$ cat src/design/pwm_pkg.sv
package pwm_pkg;

  // output-mode field codes
  localparam logic [1:0] OM_SINGLE    = 2'h0;
  localparam logic [1:0] OM_FWD       = 2'h1;
  localparam logic [1:0] OM_HALF      = 2'h2;
  localparam logic [1:0] OM_REV       = 2'h3;
  localparam int         OM_DIR_BIT   = 1;     // direction bit inside the output-mode field
  localparam int         OM_FULL_BIT  = 0;     // set in both full-bridge codes

  // module mode field layout: upper pair selects pwm, lower pair the polarity
  localparam int         MODE_KEY_HI  = 3;
  localparam int         MODE_KEY_LO  = 2;
  localparam logic [1:0] MODE_KEY_PWM = 2'h3;
  localparam int         POL_AC_BIT   = 1;     // set: out_a and out_c active low
  localparam int         POL_BD_BIT   = 0;     // set: out_b and out_d active low

  // pin positions inside four-bit vectors
  localparam int         PIN_A        = 0;
  localparam int         PIN_B        = 1;
  localparam int         PIN_C        = 2;
  localparam int         PIN_D        = 3;

  // timer prescale select and the matching terminal counts
  localparam logic [1:0] PS_SEL_DIV1  = 2'h0;
  localparam logic [1:0] PS_SEL_DIV4  = 2'h1;
  localparam logic [4:0] PS_CNT1      = 5'h00;
  localparam logic [4:0] PS_CNT4      = 5'h03;
  localparam logic [4:0] PS_CNT16     = 5'h0F;

  // one instruction cycle is four system clocks
  localparam logic [1:0] CYC_LAST     = 2'h3;
  localparam logic [1:0] SUB_LAST     = 2'h3;
  localparam int         DB_WIDTH     = 7;

  // reset values
  localparam logic [4:0] PRE_RST      = 5'h00;
  localparam logic [7:0] TMR_RST      = 8'h00;
  localparam logic [9:0] DUTY_RST     = 10'h000;
  localparam logic [3:0] OWN_RST      = 4'h0;
  localparam logic [3:0] OWN_HALF     = 4'h3;
  localparam logic [3:0] OWN_ALL      = 4'hF;

endpackage : pwm_pkg

$ cat src/design/time_base_if.sv
`timescale 1ns/1ps
interface time_base_if;
  logic [7:0] tmr;       // period timer
  logic [1:0] sub;       // two low bits of the 10-bit time base
  logic       boundary;  // one-cycle pulse: timer just wrapped to zero
  logic       lastStep;  // level: final prescaled increment of the period
  logic       cycTick;   // one-cycle pulse per instruction cycle

  modport src (output tmr, output sub, output boundary, output lastStep, output cycTick);
  modport snk (input tmr, input sub, input boundary, input lastStep, input cycTick);
endinterface : time_base_if

$ cat src/design/pwm_time_base.sv
`timescale 1ns/1ps
module pwm_time_base
  import pwm_pkg::*;
(
  input  wire logic       clk,              // system clock
  input  wire logic       reset,            // asynchronous, active high
  input  wire logic       timerRunBit,      // timer runs while high
  input  wire logic [1:0] timerPrescaleSel, // 1, 4 or 16
  input  wire logic [7:0] periodValue,      // period register
  time_base_if.src        tb                // time base bundle
);

  typedef struct packed {
    logic [4:0] pre;
    logic [1:0] sub;
    logic [7:0] tmr;
    logic [1:0] cyc;
    logic       boundary;
    logic       lastStep;
    logic       cycTick;
  } tb_state_t;

  tb_state_t  s_r;
  tb_state_t  s_nxt;
  logic [4:0] preLast;
  logic       step;

  // every rate is an enable taken from clk, so the pwm scales with it
  always_comb begin
    case (timerPrescaleSel)
      PS_SEL_DIV1: preLast = PS_CNT1;
      PS_SEL_DIV4: preLast = PS_CNT4;
      default:     preLast = PS_CNT16;
    endcase
    // >= lets a lowered prescale recover without a wrap
    step = timerRunBit && (s_r.pre >= preLast);
    s_nxt = s_r;
    s_nxt.cyc = s_r.cyc + 2'h1;
    s_nxt.cycTick = (s_r.cyc == CYC_LAST);
    s_nxt.boundary = 1'b0;
    if (timerRunBit) begin
      s_nxt.pre = step ? PRE_RST : s_r.pre + 5'h01;
    end
    if (step) begin
      s_nxt.sub = s_r.sub + 2'h1;
      if (s_r.sub == SUB_LAST) begin
        if (s_r.tmr == periodValue) begin
          s_nxt.tmr = TMR_RST;
          s_nxt.boundary = 1'b1;
        end else begin
          s_nxt.tmr = s_r.tmr + 8'h01;
        end
      end
    end
    s_nxt.lastStep = (s_nxt.tmr == periodValue) && (s_nxt.sub == SUB_LAST);
  end

  always_ff @(posedge clk or posedge reset) begin
    if (reset) begin
      s_r <= '0;
    end else begin
      s_r <= s_nxt;
    end
  end

  assign tb.tmr      = s_r.tmr;
  assign tb.sub      = s_r.sub;
  assign tb.boundary = s_r.boundary;
  assign tb.lastStep = s_r.lastStep;
  assign tb.cycTick  = s_r.cycTick;

  a_timer_wrap: assert property (@(posedge clk) disable iff (reset)
    (step && s_r.sub == SUB_LAST && s_r.tmr == periodValue) |=> (s_r.tmr == TMR_RST && s_r.boundary))
    else $error("timer did not wrap at period match");

endmodule : pwm_time_base

$ cat src/design/deadband_delay.sv
`timescale 1ns/1ps
module deadband_delay
  import pwm_pkg::*;
#(
  parameter int CW = DB_WIDTH                 // width of the delay count
)(
  input  wire logic          clk,            // system clock
  input  wire logic          reset,          // asynchronous, active high
  input  wire logic          cycTick,        // instruction-cycle pulse
  input  wire logic          enable,         // delay applied while high
  input  wire logic          levelIn,        // active-level input
  input  wire logic [CW-1:0] delayCount,     // instruction cycles of delay
  output logic               levelOut        // delayed active level
);

  typedef struct packed {
    logic [CW-1:0] cnt;
    logic          out;
  } db_state_t;

  db_state_t s_r;
  db_state_t s_nxt;

  // only the inactive-to-active edge is held back; the fall is immediate,
  // so a pulse shorter than the delay never shows at all
  always_comb begin
    s_nxt = s_r;
    if (!levelIn) begin
      s_nxt.cnt = '0;
      s_nxt.out = 1'b0;
    end else if (!enable || s_r.cnt >= delayCount) begin
      s_nxt.out = 1'b1;
    end else if (cycTick) begin
      s_nxt.cnt = s_r.cnt + CW'(1);
    end
  end

  always_ff @(posedge clk or posedge reset) begin
    if (reset) begin
      s_r <= '0;
    end else begin
      s_r <= s_nxt;
    end
  end

  assign levelOut = s_r.out;

  a_dead_wait: assert property (@(posedge clk) disable iff (reset)
    (enable && levelIn && !s_r.out && s_r.cnt < delayCount) |=> !levelOut)
    else $error("output went active before the dead band expired");

  a_dead_fall: assert property (@(posedge clk) disable iff (reset)
    !levelIn |=> !levelOut)
    else $error("output active while its source is inactive");

endmodule : deadband_delay

$ cat src/design/bridge_pwm_output_steering.sv
// Overview of operation
// - all pwm timing derives from the system clock
// - reset releases pins and restores default registers
// - ten-bit pwm on up to four outputs
// - mode codes: 00 single, 10 half, 01/11 full
// - first pulse waits for a period boundary
// - cleared control releases pins; unused pins stay free
// - single mode: steering bits choose driven outputs
// - half bridge: pwm on a, complement on b
// - half bridge delays rising edges by dead band
// - dead band longer than pulse keeps output inactive
// - forward: a active, d modulated, b c inactive
// - reverse: c active, b modulated, a d inactive
// - direction flip: modulated off, unmodulated swap, resume
// - unmodulated swap one prescaled increment before end
// - no dead band in full-bridge modes
// - polarity per a/c pair and b/d pair
// - full cycle first; flag set as period begins
// - at period match: clear timer, set, latch duty
// - pulse ends when time base equals buffered duty
`timescale 1ns/1ps
module bridge_pwm_output_steering
  import pwm_pkg::*;
(
  input  wire logic       clk,              // 25 MHz system clock
  input  wire logic       reset,            // asynchronous, active high
  input  wire logic [3:0] moduleModeField,  // 11xx selects pwm, low bits polarity
  input  wire logic [1:0] outputModeSel,    // bridge mode
  input  wire logic [7:0] dutyHighByte,     // duty bits 9:2
  input  wire logic [1:0] dutyLowBits,      // duty bits 1:0
  input  wire logic [6:0] deadbandCount,    // half-bridge dead band
  input  wire logic [3:0] steerEnable,      // single-mode pin steering d..a
  input  wire logic [7:0] periodValue,      // period register
  input  wire logic [1:0] timerPrescaleSel, // timer prescale 1/4/16
  input  wire logic       timerRunBit,      // timer run
  input  wire logic       flagClear,        // pulse: clear match flag
  output logic            outA,             // pin value a
  output logic            outB,             // pin value b
  output logic            outC,             // pin value c
  output logic            outD,             // pin value d
  output logic [3:0]      pinOwned,         // pins claimed by the module, d..a
  output logic            timerMatchFlag,   // sticky period flag
  output logic [7:0]      periodTimer,      // current timer value
  output logic [9:0]      dutyBuffer        // duty value in use
);

  typedef enum logic [2:0] {
    ST_IDLE  = 3'b001,  // module not in pwm mode
    ST_ARMED = 3'b010,  // pwm chosen, waiting for a period start
    ST_RUN   = 3'b100   // generating waveforms
  } run_state_t;

  typedef struct packed {
    run_state_t st;
    logic       pwmRaw;
    logic [9:0] dutyBuf;
    logic       dirR;
    logic       flag;
    logic [3:0] outs;
    logic [3:0] own;
  } top_state_t;

  top_state_t  s_r;
  top_state_t  s_nxt;

  time_base_if tb ();

  logic        pwmMode;
  logic        halfMode;
  logic        fullMode;
  logic        dirSel;
  logic        running;
  logic        pending;
  logic        unmodDir;
  logic        modLevel;
  logic        deadA;
  logic        deadB;
  logic [9:0]  dutyNew;
  logic [9:0]  timeBase;
  logic [3:0]  polV;
  logic [3:0]  act;

  pwm_time_base u_time_base (
    .clk              (clk),
    .reset            (reset),
    .timerRunBit      (timerRunBit),
    .timerPrescaleSel (timerPrescaleSel),
    .periodValue      (periodValue),
    .tb               (tb.src)
  );

  // dead band only in half bridge; elsewhere the instances just pass the level
  deadband_delay #(.CW(DB_WIDTH)) u_dead_a (
    .clk        (clk),
    .reset      (reset),
    .cycTick    (tb.cycTick),
    .enable     (halfMode),
    .levelIn    (s_r.pwmRaw),
    .delayCount (deadbandCount),
    .levelOut   (deadA)
  );

  deadband_delay #(.CW(DB_WIDTH)) u_dead_b (
    .clk        (clk),
    .reset      (reset),
    .cycTick    (tb.cycTick),
    .enable     (halfMode),
    .levelIn    (running && !s_r.pwmRaw),
    .delayCount (deadbandCount),
    .levelOut   (deadB)
  );

  // decode of the control fields
  always_comb begin
    pwmMode  = (moduleModeField[MODE_KEY_HI:MODE_KEY_LO] == MODE_KEY_PWM);
    halfMode = pwmMode && (outputModeSel == OM_HALF);
    fullMode = pwmMode && outputModeSel[OM_FULL_BIT];
    dirSel   = outputModeSel[OM_DIR_BIT];
    running  = (s_r.st == ST_RUN);
    dutyNew  = {dutyHighByte, dutyLowBits};
    timeBase = {tb.tmr, tb.sub};
  end

  // polarity applies per pin pair: a/c from one bit, b/d from the other
  always_comb begin
    polV[PIN_A] = moduleModeField[POL_AC_BIT];
    polV[PIN_C] = moduleModeField[POL_AC_BIT];
    polV[PIN_B] = moduleModeField[POL_BD_BIT];
    polV[PIN_D] = moduleModeField[POL_BD_BIT];
  end

  // direction change: the applied direction only moves at a period start;
  // the unmodulated pair swaps during the last prescaled increment
  // and stays swapped in the wrap cycle, else it would flip back for one clock
  always_comb begin
    pending  = running && fullMode && (dirSel != s_r.dirR);
    unmodDir = (pending && (tb.lastStep || tb.boundary)) ? dirSel : s_r.dirR;
    modLevel = pending ? 1'b0 : deadA;
  end

  // active levels per pin before polarity
  always_comb begin
    act = 4'h0;
    if (running) begin
      case (outputModeSel)
        OM_SINGLE: begin
          act = {4{deadA}} & steerEnable;
        end
        OM_HALF: begin
          act[PIN_A] = deadA;
          act[PIN_B] = deadB;
        end
        default: begin
          if (!unmodDir) begin
            act[PIN_A] = 1'b1;
            act[PIN_D] = modLevel;
          end else begin
            act[PIN_C] = 1'b1;
            act[PIN_B] = modLevel;
          end
        end
      endcase
    end
  end

  // next state of the whole block
  always_comb begin
    s_nxt = s_r;

    // waveform generation starts only at a period boundary
    if (!pwmMode) begin
      s_nxt.st = ST_IDLE;
    end else begin
      case (s_r.st)
        ST_IDLE:  s_nxt.st = ST_ARMED;
        ST_ARMED: s_nxt.st = tb.boundary ? ST_RUN : ST_ARMED;
        ST_RUN:   s_nxt.st = ST_RUN;
        default:  s_nxt.st = ST_IDLE;
      endcase
    end

    // duty is double buffered: new value only taken at the period start
    if (tb.boundary) begin
      s_nxt.dutyBuf = dutyNew;
    end

    // raw pwm: set at period start unless duty is zero, cleared on match;
    // a duty beyond the period never matches and leaves the level set
    if (s_nxt.st != ST_RUN) begin
      s_nxt.pwmRaw = 1'b0;
    end else if (tb.boundary) begin
      s_nxt.pwmRaw = (dutyNew != DUTY_RST);
    end else if (timeBase == s_r.dutyBuf) begin
      s_nxt.pwmRaw = 1'b0;
    end

    // applied direction follows the selection except mid-period in full bridge
    if (!running || !fullMode || tb.boundary) begin
      s_nxt.dirR = dirSel;
    end

    // sticky period flag; a boundary in the clearing cycle still sets it
    if (tb.boundary) begin
      s_nxt.flag = 1'b1;
    end else if (flagClear) begin
      s_nxt.flag = 1'b0;
    end

    // ownership: nothing when pwm is off, only used pins otherwise
    if (!pwmMode) begin
      s_nxt.own = OWN_RST;
    end else begin
      case (outputModeSel)
        OM_SINGLE: s_nxt.own = steerEnable;
        OM_HALF:   s_nxt.own = OWN_HALF;
        default:   s_nxt.own = OWN_ALL;
      endcase
    end

    // pin values: inactive level on owned pins when idle, zero on free pins
    s_nxt.outs = (act ^ polV) & s_nxt.own;
  end

  // one register for all state; reset leaves every pin released
  always_ff @(posedge clk or posedge reset) begin
    if (reset) begin
      s_r.st      <= ST_IDLE;
      s_r.pwmRaw  <= 1'b0;
      s_r.dutyBuf <= DUTY_RST;
      s_r.dirR    <= 1'b0;
      s_r.flag    <= 1'b0;
      s_r.outs    <= 4'h0;
      s_r.own     <= OWN_RST;
    end else begin
      s_r <= s_nxt;
    end
  end

  // outputs come straight from registers
  assign outA           = s_r.outs[PIN_A];
  assign outB           = s_r.outs[PIN_B];
  assign outC           = s_r.outs[PIN_C];
  assign outD           = s_r.outs[PIN_D];
  assign pinOwned       = s_r.own;
  assign timerMatchFlag = s_r.flag;
  assign periodTimer    = tb.tmr;
  assign dutyBuffer     = s_r.dutyBuf;

  // pins are released the cycle after pwm mode is left
  a_owner_release: assert property (@(posedge clk) disable iff (reset)
    !pwmMode |=> (pinOwned == OWN_RST))
    else $error("pins still owned after pwm mode was left");

  // half bridge never claims c or d
  a_half_cd_free: assert property (@(posedge clk) disable iff (reset)
    halfMode |=> (pinOwned[PIN_C] == 1'b0 && pinOwned[PIN_D] == 1'b0))
    else $error("half bridge claimed an unused pin");

  // single mode claims exactly the steered pins
  a_single_steer: assert property (@(posedge clk) disable iff (reset)
    (pwmMode && outputModeSel == OM_SINGLE) |=> (pinOwned == $past(steerEnable)))
    else $error("single mode ownership differs from steering");

  // no pwm level before the first period boundary
  a_hold_first: assert property (@(posedge clk) disable iff (reset)
    (s_r.st != ST_RUN && !tb.boundary) |=> !s_r.pwmRaw)
    else $error("pwm started before a period boundary");

  // forward direction keeps b and c inactive
  a_fwd_bc_idle: assert property (@(posedge clk) disable iff (reset)
    (running && pwmMode && outputModeSel == OM_FWD && !s_r.dirR && !pending)
      |=> (outB == $past(polV[PIN_B]) && outC == $past(polV[PIN_C])))
    else $error("forward mode drove b or c active");

  // reverse direction keeps a and d inactive
  a_rev_ad_idle: assert property (@(posedge clk) disable iff (reset)
    (running && pwmMode && outputModeSel == OM_REV && s_r.dirR && !pending)
      |=> (outA == $past(polV[PIN_A]) && outD == $past(polV[PIN_D])))
    else $error("reverse mode drove a or d active");

  // during a pending direction change the modulated pin stays inactive
  a_dir_mod_off: assert property (@(posedge clk) disable iff (reset)
    (pending && !s_r.dirR) |=> (outD == $past(polV[PIN_D])))
    else $error("modulated output active during direction change");

  // unmodulated pair swaps in the last prescaled increment
  a_unmod_early: assert property (@(posedge clk) disable iff (reset)
    (pending && tb.lastStep && dirSel) |=> (outC != $past(polV[PIN_C]) && outA == $past(polV[PIN_A])))
    else $error("unmodulated outputs did not swap before period end");

  // duty value is captured at each period start
  a_duty_latch: assert property (@(posedge clk) disable iff (reset)
    tb.boundary |=> (dutyBuffer == $past(dutyNew)))
    else $error("duty not latched at period start");

  // pulse ends on a match of the time base with the buffered duty
  a_pulse_end: assert property (@(posedge clk) disable iff (reset)
    (running && !tb.boundary && timeBase == s_r.dutyBuf) |=> !s_r.pwmRaw)
    else $error("pulse did not end at duty match");

  // flag follows every period start, even against a clear
  a_flag_set: assert property (@(posedge clk) disable iff (reset)
    tb.boundary |=> timerMatchFlag)
    else $error("match flag not set at period start");

  // polarity: an owned idle pin shows its pair's inactive level
  a_polarity_idle: assert property (@(posedge clk) disable iff (reset)
    (pwmMode && !running && outputModeSel == OM_HALF)
      |=> (outA == $past(polV[PIN_A]) && outB == $past(polV[PIN_B])))
    else $error("idle output level ignores polarity");

  // the a/c swap holds through the wrap cycle, so the pair never flips back
  a_unmod_hold: assert property (@(posedge clk) disable iff (reset)
    (pending && tb.boundary && dirSel) |=> (outC != $past(polV[PIN_C]) && outA == $past(polV[PIN_A])))
    else $error("unmodulated outputs flipped back at the period start");

  // full bridge passes the raw level through with no dead band
  a_full_no_delay: assert property (@(posedge clk) disable iff (reset)
    fullMode |=> (deadA == $past(s_r.pwmRaw)))
    else $error("dead band applied in full bridge");

  // a pin the block does not own always reads zero
  a_free_pin_low: assert property (@(posedge clk) disable iff (reset)
    (({outD, outC, outB, outA} & ~pinOwned) == OWN_RST))
    else $error("unowned pin shows a nonzero value");

  // a clear without a period start empties the flag
  a_flag_clear: assert property (@(posedge clk) disable iff (reset)
    (flagClear && !tb.boundary) |=> !timerMatchFlag)
    else $error("match flag survived a clear");

  // the buffered duty only moves at a period start
  a_duty_hold: assert property (@(posedge clk) disable iff (reset)
    !tb.boundary |=> $stable(dutyBuffer))
    else $error("duty buffer changed mid-period");

  // half bridge never shows both switches of the leg active together
  a_half_overlap: assert property (@(posedge clk) disable iff (reset)
    halfMode |=> !((outA ^ $past(polV[PIN_A])) && (outB ^ $past(polV[PIN_B]))))
    else $error("half bridge outputs active together");

  // both full-bridge directions claim all four pins
  a_own_full: assert property (@(posedge clk) disable iff (reset)
    fullMode |=> (pinOwned == OWN_ALL))
    else $error("full bridge did not claim every pin");

endmodule : bridge_pwm_output_steering

$ cat config.mk
export PLATFORM = sky130hd
export DESIGN_NAME = bridge_pwm_output_steering
export DESIGN_NICKNAME = d
export VERILOG_FILES = /design/src/design/pwm_pkg.sv /design/src/design/time_base_if.sv /design/src/design/pwm_time_base.sv /design/src/design/deadband_delay.sv /design/src/design/bridge_pwm_output_steering.sv
export SDC_FILE = /design/constraint.sdc
export NUM_CORES = 1
export LEC_CHECK = 0
export BUFFER_PORTS_ARGS = -buffer_cell sky130_fd_sc_hd__buf_2
export CORE_ASPECT_RATIO = 2
export CORE_MARGIN = 2
export CORE_UTILIZATION = 55
export CTS_CLUSTER_SIZE = 12
export DETAILED_ROUTE_END_ITERATION = 8
export GPL_TIMING_DRIVEN = 0
export PLACE_DENSITY = 0.78
export SLEW_MARGIN = 10
export SYNTH_ARGS = -nofsm -noshare
export SYNTH_HDL_FRONTEND = slang
export SYNTH_SLANG_ARGS = --single-unit
$ cat constraint.sdc
create_clock -name clk -period 3.6 [get_ports clk]
set_clock_uncertainty 0.05 [all_clocks]
set_input_delay 0.18 -clock clk [delete_from_list [all_inputs] [get_ports clk]]
set_output_delay 0.18 -clock clk [all_outputs]
set_load 0.02 [all_outputs]
Word-level counts from Yosys, hierarchy flattened. Cells that the tools add are included.

Memory bits (read-only): 0. Input bits: 41. Bits in latches: 0. Output and inout port bits: 27. Memories kept: 0. RAM bits: 0. Register bits: 60.

Reduce and logical (&&, ||, !) cells: 24. Multiply operators: 0. $add $sub $neg: 6. Mux-type cells: 34. Order comparisons: 3. Eq/ne operators: 20. Bitwise operators: 3. Div/mod/pow operators: 0. Shifts and indexed selects: 0.

Operators with widths (number): $mux 8 (4); $mux 7 (4); $eq 8x8->1 (2); $pmux 4 s2 (2); $add 7x1->7 const B (2); $ge 7x7->1 (2); $mux 1 (14); $eq 10x10->1 (1); $eq 2x2->1 const B (5); $mux 10 (1); $reduce_bool 10->1 (1); $pmux 3 s3 (1); $add 8x1->8 const B (1); $and 4x4->4 (2); $logic_and 1x1->1 (8); $mux 4 (2); $ne 2x2->1 const B (4); $pmux 2 s2 (2); $mux 3 (2); $add 5x1->5 const B (1); $ge 5x4->1 (1); $logic_or 1x1->1 (5); $mux 5 (1); $add 2x1->2 const B (2); other kinds (14) (20).

Logic depth before layout (Yosys ltp). Gate-level depths: netlist of run 1.

Depth after elaboration: 11. Depth in mapped cells: 11.

Modules after synthesis. Synthesis of run 1 repeated with hierarchy kept, for this count alone.

Cells, all modules: 444. Area, all modules: 4146.5 um2.

By module, submodules not included: pwm_time_base (cells each 169, instances 1, area an instance 1495.2 um2, seq. area each 500.5 um2); bridge_pwm_output_steering (cells each 145, instances 1, area an instance 1442.6 um2, seq. area each 601.8 um2); deadband_delay (cells each 65, instances 2, area an instance 604.3 um2, seq. area each 200.2 um2).

Worst setup path before layout of run 1. Ideal clock, no wire load.

Path kind: reg-to-reg. Start: reg u_time_base.s_r[18] in the netlist's numbering. End: reg u_time_base.s_r (netlist bit u_time_base.tb.lastStep). Library setup time: 96 ps. Clock period less this slack: 2587 ps. Cell stages (with the launch flop): 10. Buffers on the path: 1. Arrival time: 2441 ps. Setup slack: 1013 ps. Data required time: 3454 ps. Path through: dfrtp_1 -> ha_1 -> a211o_1 -> a31oi_2 -> a21o_1 -> clkbuf_1 -> nor2_1 -> xnor2_1 -> a221o_1 -> nor4_2.

RTL lines: start, declared (line pwm_time_base.sv:23) `tb_state_t s_r;`; start signal, assigned (line pwm_time_base.sv:62) `s_r <= s_nxt;`.

==> flow_summary_export.csv, run 1 <==
group,metric,value,unit
global_route,grt-ovfl-total,0,
routing,post-route-drc-count,0,
power,power_density_normalized_to_cell_area,505,mW/mm²
routing,first_iter_violations,245,
worst_setup_path,worstPathRequired,3.76,ns
global_route,track_usage,22.7,%
power,post-layout-total-power,2330,µW
timing,max_freq,0.331,GHz
routing,wl_per_cell,14.1,µm
worst_setup_path,cp_data_arrival_time,3.18,ns
final_layout,flow.area_growth_from_synthesis,19.7,%
timing,grt_setup_unrepaired,"false",
synth,synthFlopType,"sky130_fd_sc_hd__dfrtp_1",
timing,post-route-min-period,3.02,ns
routing,drt-pass1-iter-count,5,
timing,report.final.setup_viol,0,
final_layout,antenna-diode-count,0,
worst_setup_path,critPathTopFamily,"compound AO/OA/AOI/OAI gates",
placed_design,routability_congestion_estimate,0.916,
timing,timing_worst_slew_pin_value,0.712,ns
synth,postSynthNetCount,475,
global_route,first_global_vias,3045,
worst_setup_path,path_buf_inv,1,
synth,synth_cell_types,56,
synth,post_synth_most_frequent_cells,"sky130_fd_sc_hd__dfrtp_1, sky130_fd_sc_hd__nand2_1, sky130_fd_sc_hd__inv_1",
synth,synth_enable_flop_cells,0,
die,die_w,63.2,µm
placed_design,placed_cells,566,
cts,worst_skew_pair.late_latency,0.33,ns
final_layout,post_route_cells_drive_above_1_share,27.4,%
worst_setup_path,cp_max_stage_delay,0.41,ns
worst_setup_path,rr_startpoint,"u_time_base.s_r[18]$_DFFE_PP0P_",
worst_setup_path,worstPathCellList,"ha_1 -> a211o_1 -> a31oi_2 -> a21o_1 -> clkbuf_1 -> nor2_1 -> xnor2_1 -> a221o_1 -> nor4_2",
worst_setup_path,setup.worst_path.start_class,"flip-flop",
placed_design,post-dp-hpwl,5.93,mm
die,die_area,0.00772,mm²
routing,routed-via-count,3256,
synth,netlist_top_cells_area,"sky130_fd_sc_hd__dfrtp_1, sky130_fd_sc_hd__ha_1, sky130_fd_sc_hd__xor2_1, sky130_fd_sc_hd__buf_4, sky130_fd_sc_hd__mux2_2",
cts,cts_htree_levels,3,
routing,postRouteWirelength,8.21,mm
status,status,"completed",
worst_setup_path,crit_fanout,10,
worst_setup_path,setup.worst_path.start,"u_time_base.s_r[18]$_DFFE_PP0P_",
cts,number_of_buffers_between_clock_root_and_the_deepest_sink,2,
final_layout,stdcell_count,583,
die,die_y,122,µm
final_layout,finalNetCount,553,
synth,avgSynthCellArea,9.39,µm²
synth,synth_sequential_area_ratio,39.0,%
synth,yosysTopAreaCell,"sky130_fd_sc_hd__dfrtp_1",
cts,ctsResizeCount,0,
placed_design,io_buffer_count,66,
global_route,pin_count_of_the_biggest_net_entering_global_routing,61,
die,num_io_pins,68,
cts,clockRootBuffer,"sky130_fd_sc_hd__clkbuf_16",
synth,synthMostInstantiatedCell,"sky130_fd_sc_hd__dfrtp_1",
power,total_leakage_power,0.00228,µW
timing,timing_max_transition_violations_final,0,
timing,relSlewSlack,52.6,%
cts,clock_sink_total,60,
cts,tritoncts_clock_tree,"built",
worst_setup_path,critPathCaptureType,"flip-flop",
synth,synth-warning-count,0,
global_route,first_pass_grt_wire_length,14.0,mm
timing,hold_viol_final,0,
timing,final_min_period_over_clock_period,83.9,%
global_route,grt_antenna_before_repair,0,
synth,synth-seq-cells,60,
hold_path,hold_class,"in -> reg",
synth,yosys.area.top_type_share,38.4,%
worst_setup_path,critPathSlowestCell,"sky130_fd_sc_hd__dfrtp_1",
cts,cts.clk_slew.worst_paths,0.05,ns
die,fp-row-count,43,
synth,postSynth.asyncResetShare,100,%
hold_path,launch_point_of_the_worst_hold_path,"steerEnable[0]",
die,start_util,56.3,%
synth,post_synth_instance_area,0.00385,mm²
cts,cts-buffers-inserted,9,
run,drv_cap,0,
synth,post_synth_inst_count,410,
power,ir_worst_vdd,0.000424,V
worst_setup_path,timing_worst_setup_path_type,"reg -> reg",
routing,post_drt_via_cell_ratio,5.58,
timing,setup_tns,0,ns
die,core_area,0.00683,mm²
routing,ant_nets,0,
-- registers in the layout, indices dropped and copies added, names as in the netlist --
register and count:
outA 1, outC 1, u_time_base.s_r 7, dutyBuffer 10
u_dead_b.levelOut 1, outD 1, outB 1, u_time_base.tb.cycTick 1
u_dead_a.levelOut 1, u_time_base.tb.lastStep 1, u_time_base.tb.sub 2, u_dead_a.s_r 7
s_r 5, timerMatchFlag 1, u_time_base.tb.tmr 8, u_dead_b.s_r 7
pinOwned 4, u_time_base.tb.boundary 1
-- cells in the final DEF, fill, tap and decap left out, types with 3 or more instances in the layout --
cell	n
sky130_fd_sc_hd__mux2i_1	6
sky130_fd_sc_hd__inv_1	25
sky130_fd_sc_hd__a21o_1	9
sky130_fd_sc_hd__clkinv_2	4
sky130_fd_sc_hd__nor2_1	25
sky130_fd_sc_hd__o31ai_1	3
sky130_fd_sc_hd__xor2_1	20
sky130_fd_sc_hd__nand3_1	16
sky130_fd_sc_hd__nand2b_1	3
sky130_fd_sc_hd__nor2b_1	3
sky130_fd_sc_hd__mux2_2	12
sky130_fd_sc_hd__clkbuf_16	9
sky130_fd_sc_hd__nand2_1	28
sky130_fd_sc_hd__o22ai_1	3
sky130_fd_sc_hd__and2_1	3
sky130_fd_sc_hd__nor4_1	6
sky130_fd_sc_hd__clkbuf_1	6
sky130_fd_sc_hd__a211o_1	4
sky130_fd_sc_hd__o211ai_1	5
sky130_fd_sc_hd__nor3_1	10
sky130_fd_sc_hd__or3_1	9
sky130_fd_sc_hd__o2111ai_1	3
sky130_fd_sc_hd__a21oi_1	20
sky130_fd_sc_hd__xnor2_1	13
sky130_fd_sc_hd__nand4_1	6
sky130_fd_sc_hd__buf_2	71
sky130_fd_sc_hd__buf_4	23
sky130_fd_sc_hd__ha_1	24
sky130_fd_sc_hd__dfrtp_1	59
sky130_fd_sc_hd__o21ai_0	21
sky130_fd_sc_hd__and3_1	4
-- report_power, final --
| part | internal [µW] | switching [µW] |
|---|---|---|
| Combinational | 280 | 368 |
| Sequential | 742 | 76.1 |
| Clock | 567 | 296 |
| Total | 1590 | 740 |
-- layer usage --
layer  part of all wire, %  vias up  global-route usage (%)
met3                   6.7       16                    5.04
met1                    44     1511                    30.6
met5                     0        -                       0
li1                      -     1594                       -
met2                    47      135                    35.2
met4                   2.0        0                    10.0
-- worst reg2reg max path: stages (launching register included) --
cell and delay (ns):
sky130_fd_sc_hd__dfrtp_1 0.41, sky130_fd_sc_hd__ha_1 0.36, sky130_fd_sc_hd__a211o_1 0.34, sky130_fd_sc_hd__a31oi_2 0.25
sky130_fd_sc_hd__a21o_1 0.17, sky130_fd_sc_hd__clkbuf_1 0.39, sky130_fd_sc_hd__nor2_1 0.12, sky130_fd_sc_hd__xnor2_1 0.14
sky130_fd_sc_hd__a221o_1 0.33, sky130_fd_sc_hd__nor4_2 0.34
-- area by class of cell --
cell class	instances	area, µm²
repair buffers	67	340
inverters	27	104
well taps	90	113
clock buffers	11	253
fillers	554	2230
multi-input cells	287	2010
flip-flops and latches	60	1500
clock inverters	5	50.0
plain buffers	36	235
-- per-stage QoR --
step	utilization (%)	worst slack (ns)	instance area (µm²)	hold slack, ns
5_1_grt	67.4	0.397	4610	0.0589
6_report	67.4	0.581	4610	0.0398
3_3_place_gp	62.8	0.645	4290	0.367
4_1_cts	67.4	0.624	4610	0.0345
2_1_floorplan	-	1.01	3850	0.269
3_5_place_dp	62.8	0.640	4290	0.313
-- timing repair --
item | CTS | global route
endpoints found under the hold margin | 59 | 0
hold buffers | 1 | 0
buffers inserted | 0 | 0
-- worst paths after layout --
kind / endpoint / slack [ns] / cells past startpoint
min reg2reg: u_time_base.s_r[3]$_DFF_PP0_ / 0.38 / 1
min: pinOwned[0]$_DFF_PP0_ / 0.04 / 3
max in group asynchronous: dutyBuffer[4]$_DFFE_PP0P_ / 2.55 / 3
max reg2reg: u_time_base.tb.lastStep$_DFF_PP0_ / 0.58 / 9
min in group asynchronous: u_dead_a.s_r[5]$_DFFE_PP0P_ / 0.48 / 3
max: u_time_base.tb.lastStep$_DFF_PP0_ / 0.58 / 9
-- kinds of logic after synthesis --
group,after synthesis,share of synthesized area (%)
compound gates,88,15.3
xor+xnor,33,7.51
fa+ha+maj,24,7.80
buf+inv,63,8.74
flops,60,39.0
mux,18,5.07
simple gates,124,16.5
(Power assumes the default switching activity.)
==> run 2: changes to the inputs <==
==> constraint.sdc (replaced) <==
create_clock -name clk -period 2.8 [get_ports clk]
set_clock_uncertainty 0.05 [all_clocks]
set_input_delay 0.14 -clock clk [delete_from_list [all_inputs] [get_ports clk]]
set_output_delay 0.14 -clock clk [all_outputs]
set_load 0.02 [all_outputs]
==> run 2 against run 1 <==
Compared with the run above: clock power rose by 29%; power rose by 30%; critical endpoint unchanged; largest power group unchanged; non-clock buffer count rose by 1; critical path depth did not move; final cell count rose by 0.17%.
==> flow_summary_export.csv, run 2 (same netlist as run 1, synthesis figures left out) <==
group,metric,value,unit
routing,first_iter_violations,246,
die,fp-row-count,43,
timing,grt_setup_unrepaired,"false",
timing,setup_tns,0,ns
power,pwr-share-clk,36.7,%
timing,fin_worst_hold_slack,0.00830,ns
power,power.switching_fraction,32.1,%
routing,postRouteWirelength,8.39,mm
worst_setup_path,cp_max_stage_delay,0.43,ns
routing,post_drt_via_cell_ratio,5.54,
global_route,grt_antenna_before_repair,0,
routing,ant_nets,0,
worst_setup_path,critPathTopFamily,"compound AO/OA/AOI/OAI gates",
worst_setup_path,path_buf_inv,1,
worst_setup_path,critPathCaptureType,"flip-flop",
final_layout,layout.area.seq,0.00150,mm²
timing,timing_worst_slew_pin_value,0.714,ns
worst_setup_path,critPathSlowestCell,"sky130_fd_sc_hd__dfrtp_1",
worst_setup_path,crit_fanout,10,
final_layout,layout.cells.most_common_list,"sky130_fd_sc_hd__buf_2, sky130_fd_sc_hd__dfrtp_1, sky130_fd_sc_hd__nand2_1, sky130_fd_sc_hd__inv_1, sky130_fd_sc_hd__nor2_1",
power,ir_worst_vdd,0.000546,V
worst_setup_path,rr_startpoint,"u_time_base.s_r[18]$_DFFE_PP0P_",
timing,relSlewSlack,52.4,%
power,power.sequential.fraction,34.8,%
timing,hold_viol_final,0,
power,power_density_normalized_to_cell_area,651,mW/mm²
global_route,grt-ovfl-total,0,
hold_path,hold_class,"in -> reg",
worst_setup_path,reg2reg_to,"u_time_base.tb.lastStep$_DFF_PP0_",
final_layout,total_area_of_multi_input_combinational_cells,0.00204,mm²
worst_setup_path,worstPathRequired,2.97,ns
power,intPower,2060,µW
final_layout,finalNetCount,554,
die,num_io_pins,68,
routing,drt-pass1-iter-count,5,
timing,report.final.setup_viol,0,
worst_setup_path,regToRegSetupSlack,0.09,ns
final_layout,final.fill_count,548,
die,die_w,63.2,µm
placed_design,post-dp-hpwl,5.93,mm
power,total_leakage_power,0.00229,µW
worst_setup_path,cp_data_arrival_time,2.88,ns
cts,cts_htree_levels,3,
global_route,first_global_vias,3056,
cts,number_of_buffers_between_clock_root_and_the_deepest_sink,2,
final_layout,flow.area_growth_from_synthesis,20.8,%
worst_setup_path,rr_worst_depth,9,
timing,max_freq,0.369,GHz
cts,cts_post_setup_buffers_inserted,0,
power,power_frac_comb,28.5,%
hold_path,worst_hold_path.endpoint,"dutyBuffer[2]$_DFFE_PP0P_",
final_layout,post_route_cells_drive_above_1_share,28.3,%
timing,final_min_period_over_clock_period,96.9,%
timing,post-route-min-period,2.71,ns
run,drv_cap,0,
cts,cts-buffers-inserted,9,
global_route,track_usage,22.9,%
power,power_switching,974,µW
final_layout,layout_commonest_cell,"sky130_fd_sc_hd__buf_2",
status,status,"completed",
routing,wl_per_cell,14.4,µm
placed_design,io_buffer_count,66,
cts,clock_sink_total,60,
routing,routed-via-count,3237,
hold_path,launch_point_of_the_worst_hold_path,"dutyHighByte[0]",
final_layout,post_route_utilization,68.1,%
worst_setup_path,setup.worst_path.start_class,"flip-flop",
die,die_y,122,µm
global_route,first_pass_grt_wire_length,14.1,mm
worst_setup_path,timing_worst_setup_path_type,"reg -> reg",
die,core_area,0.00683,mm²
final_layout,antenna-diode-count,0,
die,die_area,0.00772,mm²
placed_design,routability_congestion_estimate,0.916,
routing,post-route-drc-count,0,
die,start_util,56.3,%
timing,timing_max_transition_violations_final,0,
hold_path,whs_path_depth,2,
worst_setup_path,worstPathCellList,"ha_4 -> a211o_1 -> a31oi_4 -> a21o_1 -> clkbuf_2 -> a21oi_1 -> o211ai_1 -> nand4_1 -> nor4_2",
global_route,pin_count_of_the_biggest_net_entering_global_routing,61,
power,post-layout-total-power,3030,µW
cts,clockRootBuffer,"sky130_fd_sc_hd__clkbuf_16",
cts,worst_skew_pair.late_latency,0.33,ns
cts,tritoncts_clock_tree,"built",
final_layout,largest_reg_flops,10,
cts,cts.clk_slew.worst_paths,0.05,ns
## run 2: power groups by stage
stage	Sequential (µW)	Combinational, µW	Clock, µW
global placement	1060	794	0
global route	1060	951	1160
detailed placement	1060	812	0
CTS	1050	845	1120
finish	1050	863	1110
floorplan	1040	628	0
## run 2: metal layers
metal | vias to the layer above | track usage [%] | part of all wire (%)
met3 | 16 | 4.86 | 5.5
met4 | 0 | 10.7 | 1.9
met1 | 1508 | 30.7 | 45
met2 | 118 | 35.4 | 48
met5 | - | 0 | 0
li1 | 1595 | - | -
## run 2: worst max-delay path by stage
stage                                          startpoint                           endpoint  depth (start not counted)  slack, ns
after floorplan           u_time_base.s_r[18]$_DFFE_PP0P_  u_time_base.tb.lastStep$_DFF_PP0_                          9       0.21
after global placement    u_time_base.s_r[18]$_DFFE_PP0P_  u_time_base.tb.lastStep$_DFF_PP0_                          9      -0.16
after detailed placement  u_time_base.s_r[18]$_DFFE_PP0P_  u_time_base.tb.lastStep$_DFF_PP0_                          9      -0.16
after CTS                 u_time_base.s_r[18]$_DFFE_PP0P_  u_time_base.tb.lastStep$_DFF_PP0_                          8       0.07
after global routing      u_time_base.s_r[18]$_DFFE_PP0P_  u_time_base.tb.lastStep$_DFF_PP0_                          9       0.02
final                     u_time_base.s_r[18]$_DFFE_PP0P_  u_time_base.tb.lastStep$_DFF_PP0_                          9       0.09
## run 2: area by class of cell
cell class / count / area share (%)
multi-input combinational: 287 / 43.9
inverter: 27 / 2.23
buffer: 36 / 5.08
timing repair buffer: 68 / 7.53
tap: 90 / 2.42
clock inverter: 5 / 1.08
clock buffer: 11 / 5.43
sequential: 60 / 32.3
## run 2: timing repair
item | CTS | global route
gates resized for setup | 4 | 2
endpoints found under the setup margin | 1 | 1
endpoints found under the hold margin | 60 | 0
hold buffers | 2 | 0
pin swaps | 0 | 1
## run 2: per-stage QoR
stage          worst slack [ns]  std cells  instance area, µm²
2_1_floorplan             0.213        410                3850
3_3_place_gp             -0.155        566                4290
4_1_cts                  0.0735        584                4640
5_1_grt                  0.0245        584                4650
6_report                 0.0878        584                4650
3_5_place_dp             -0.160        566                4290
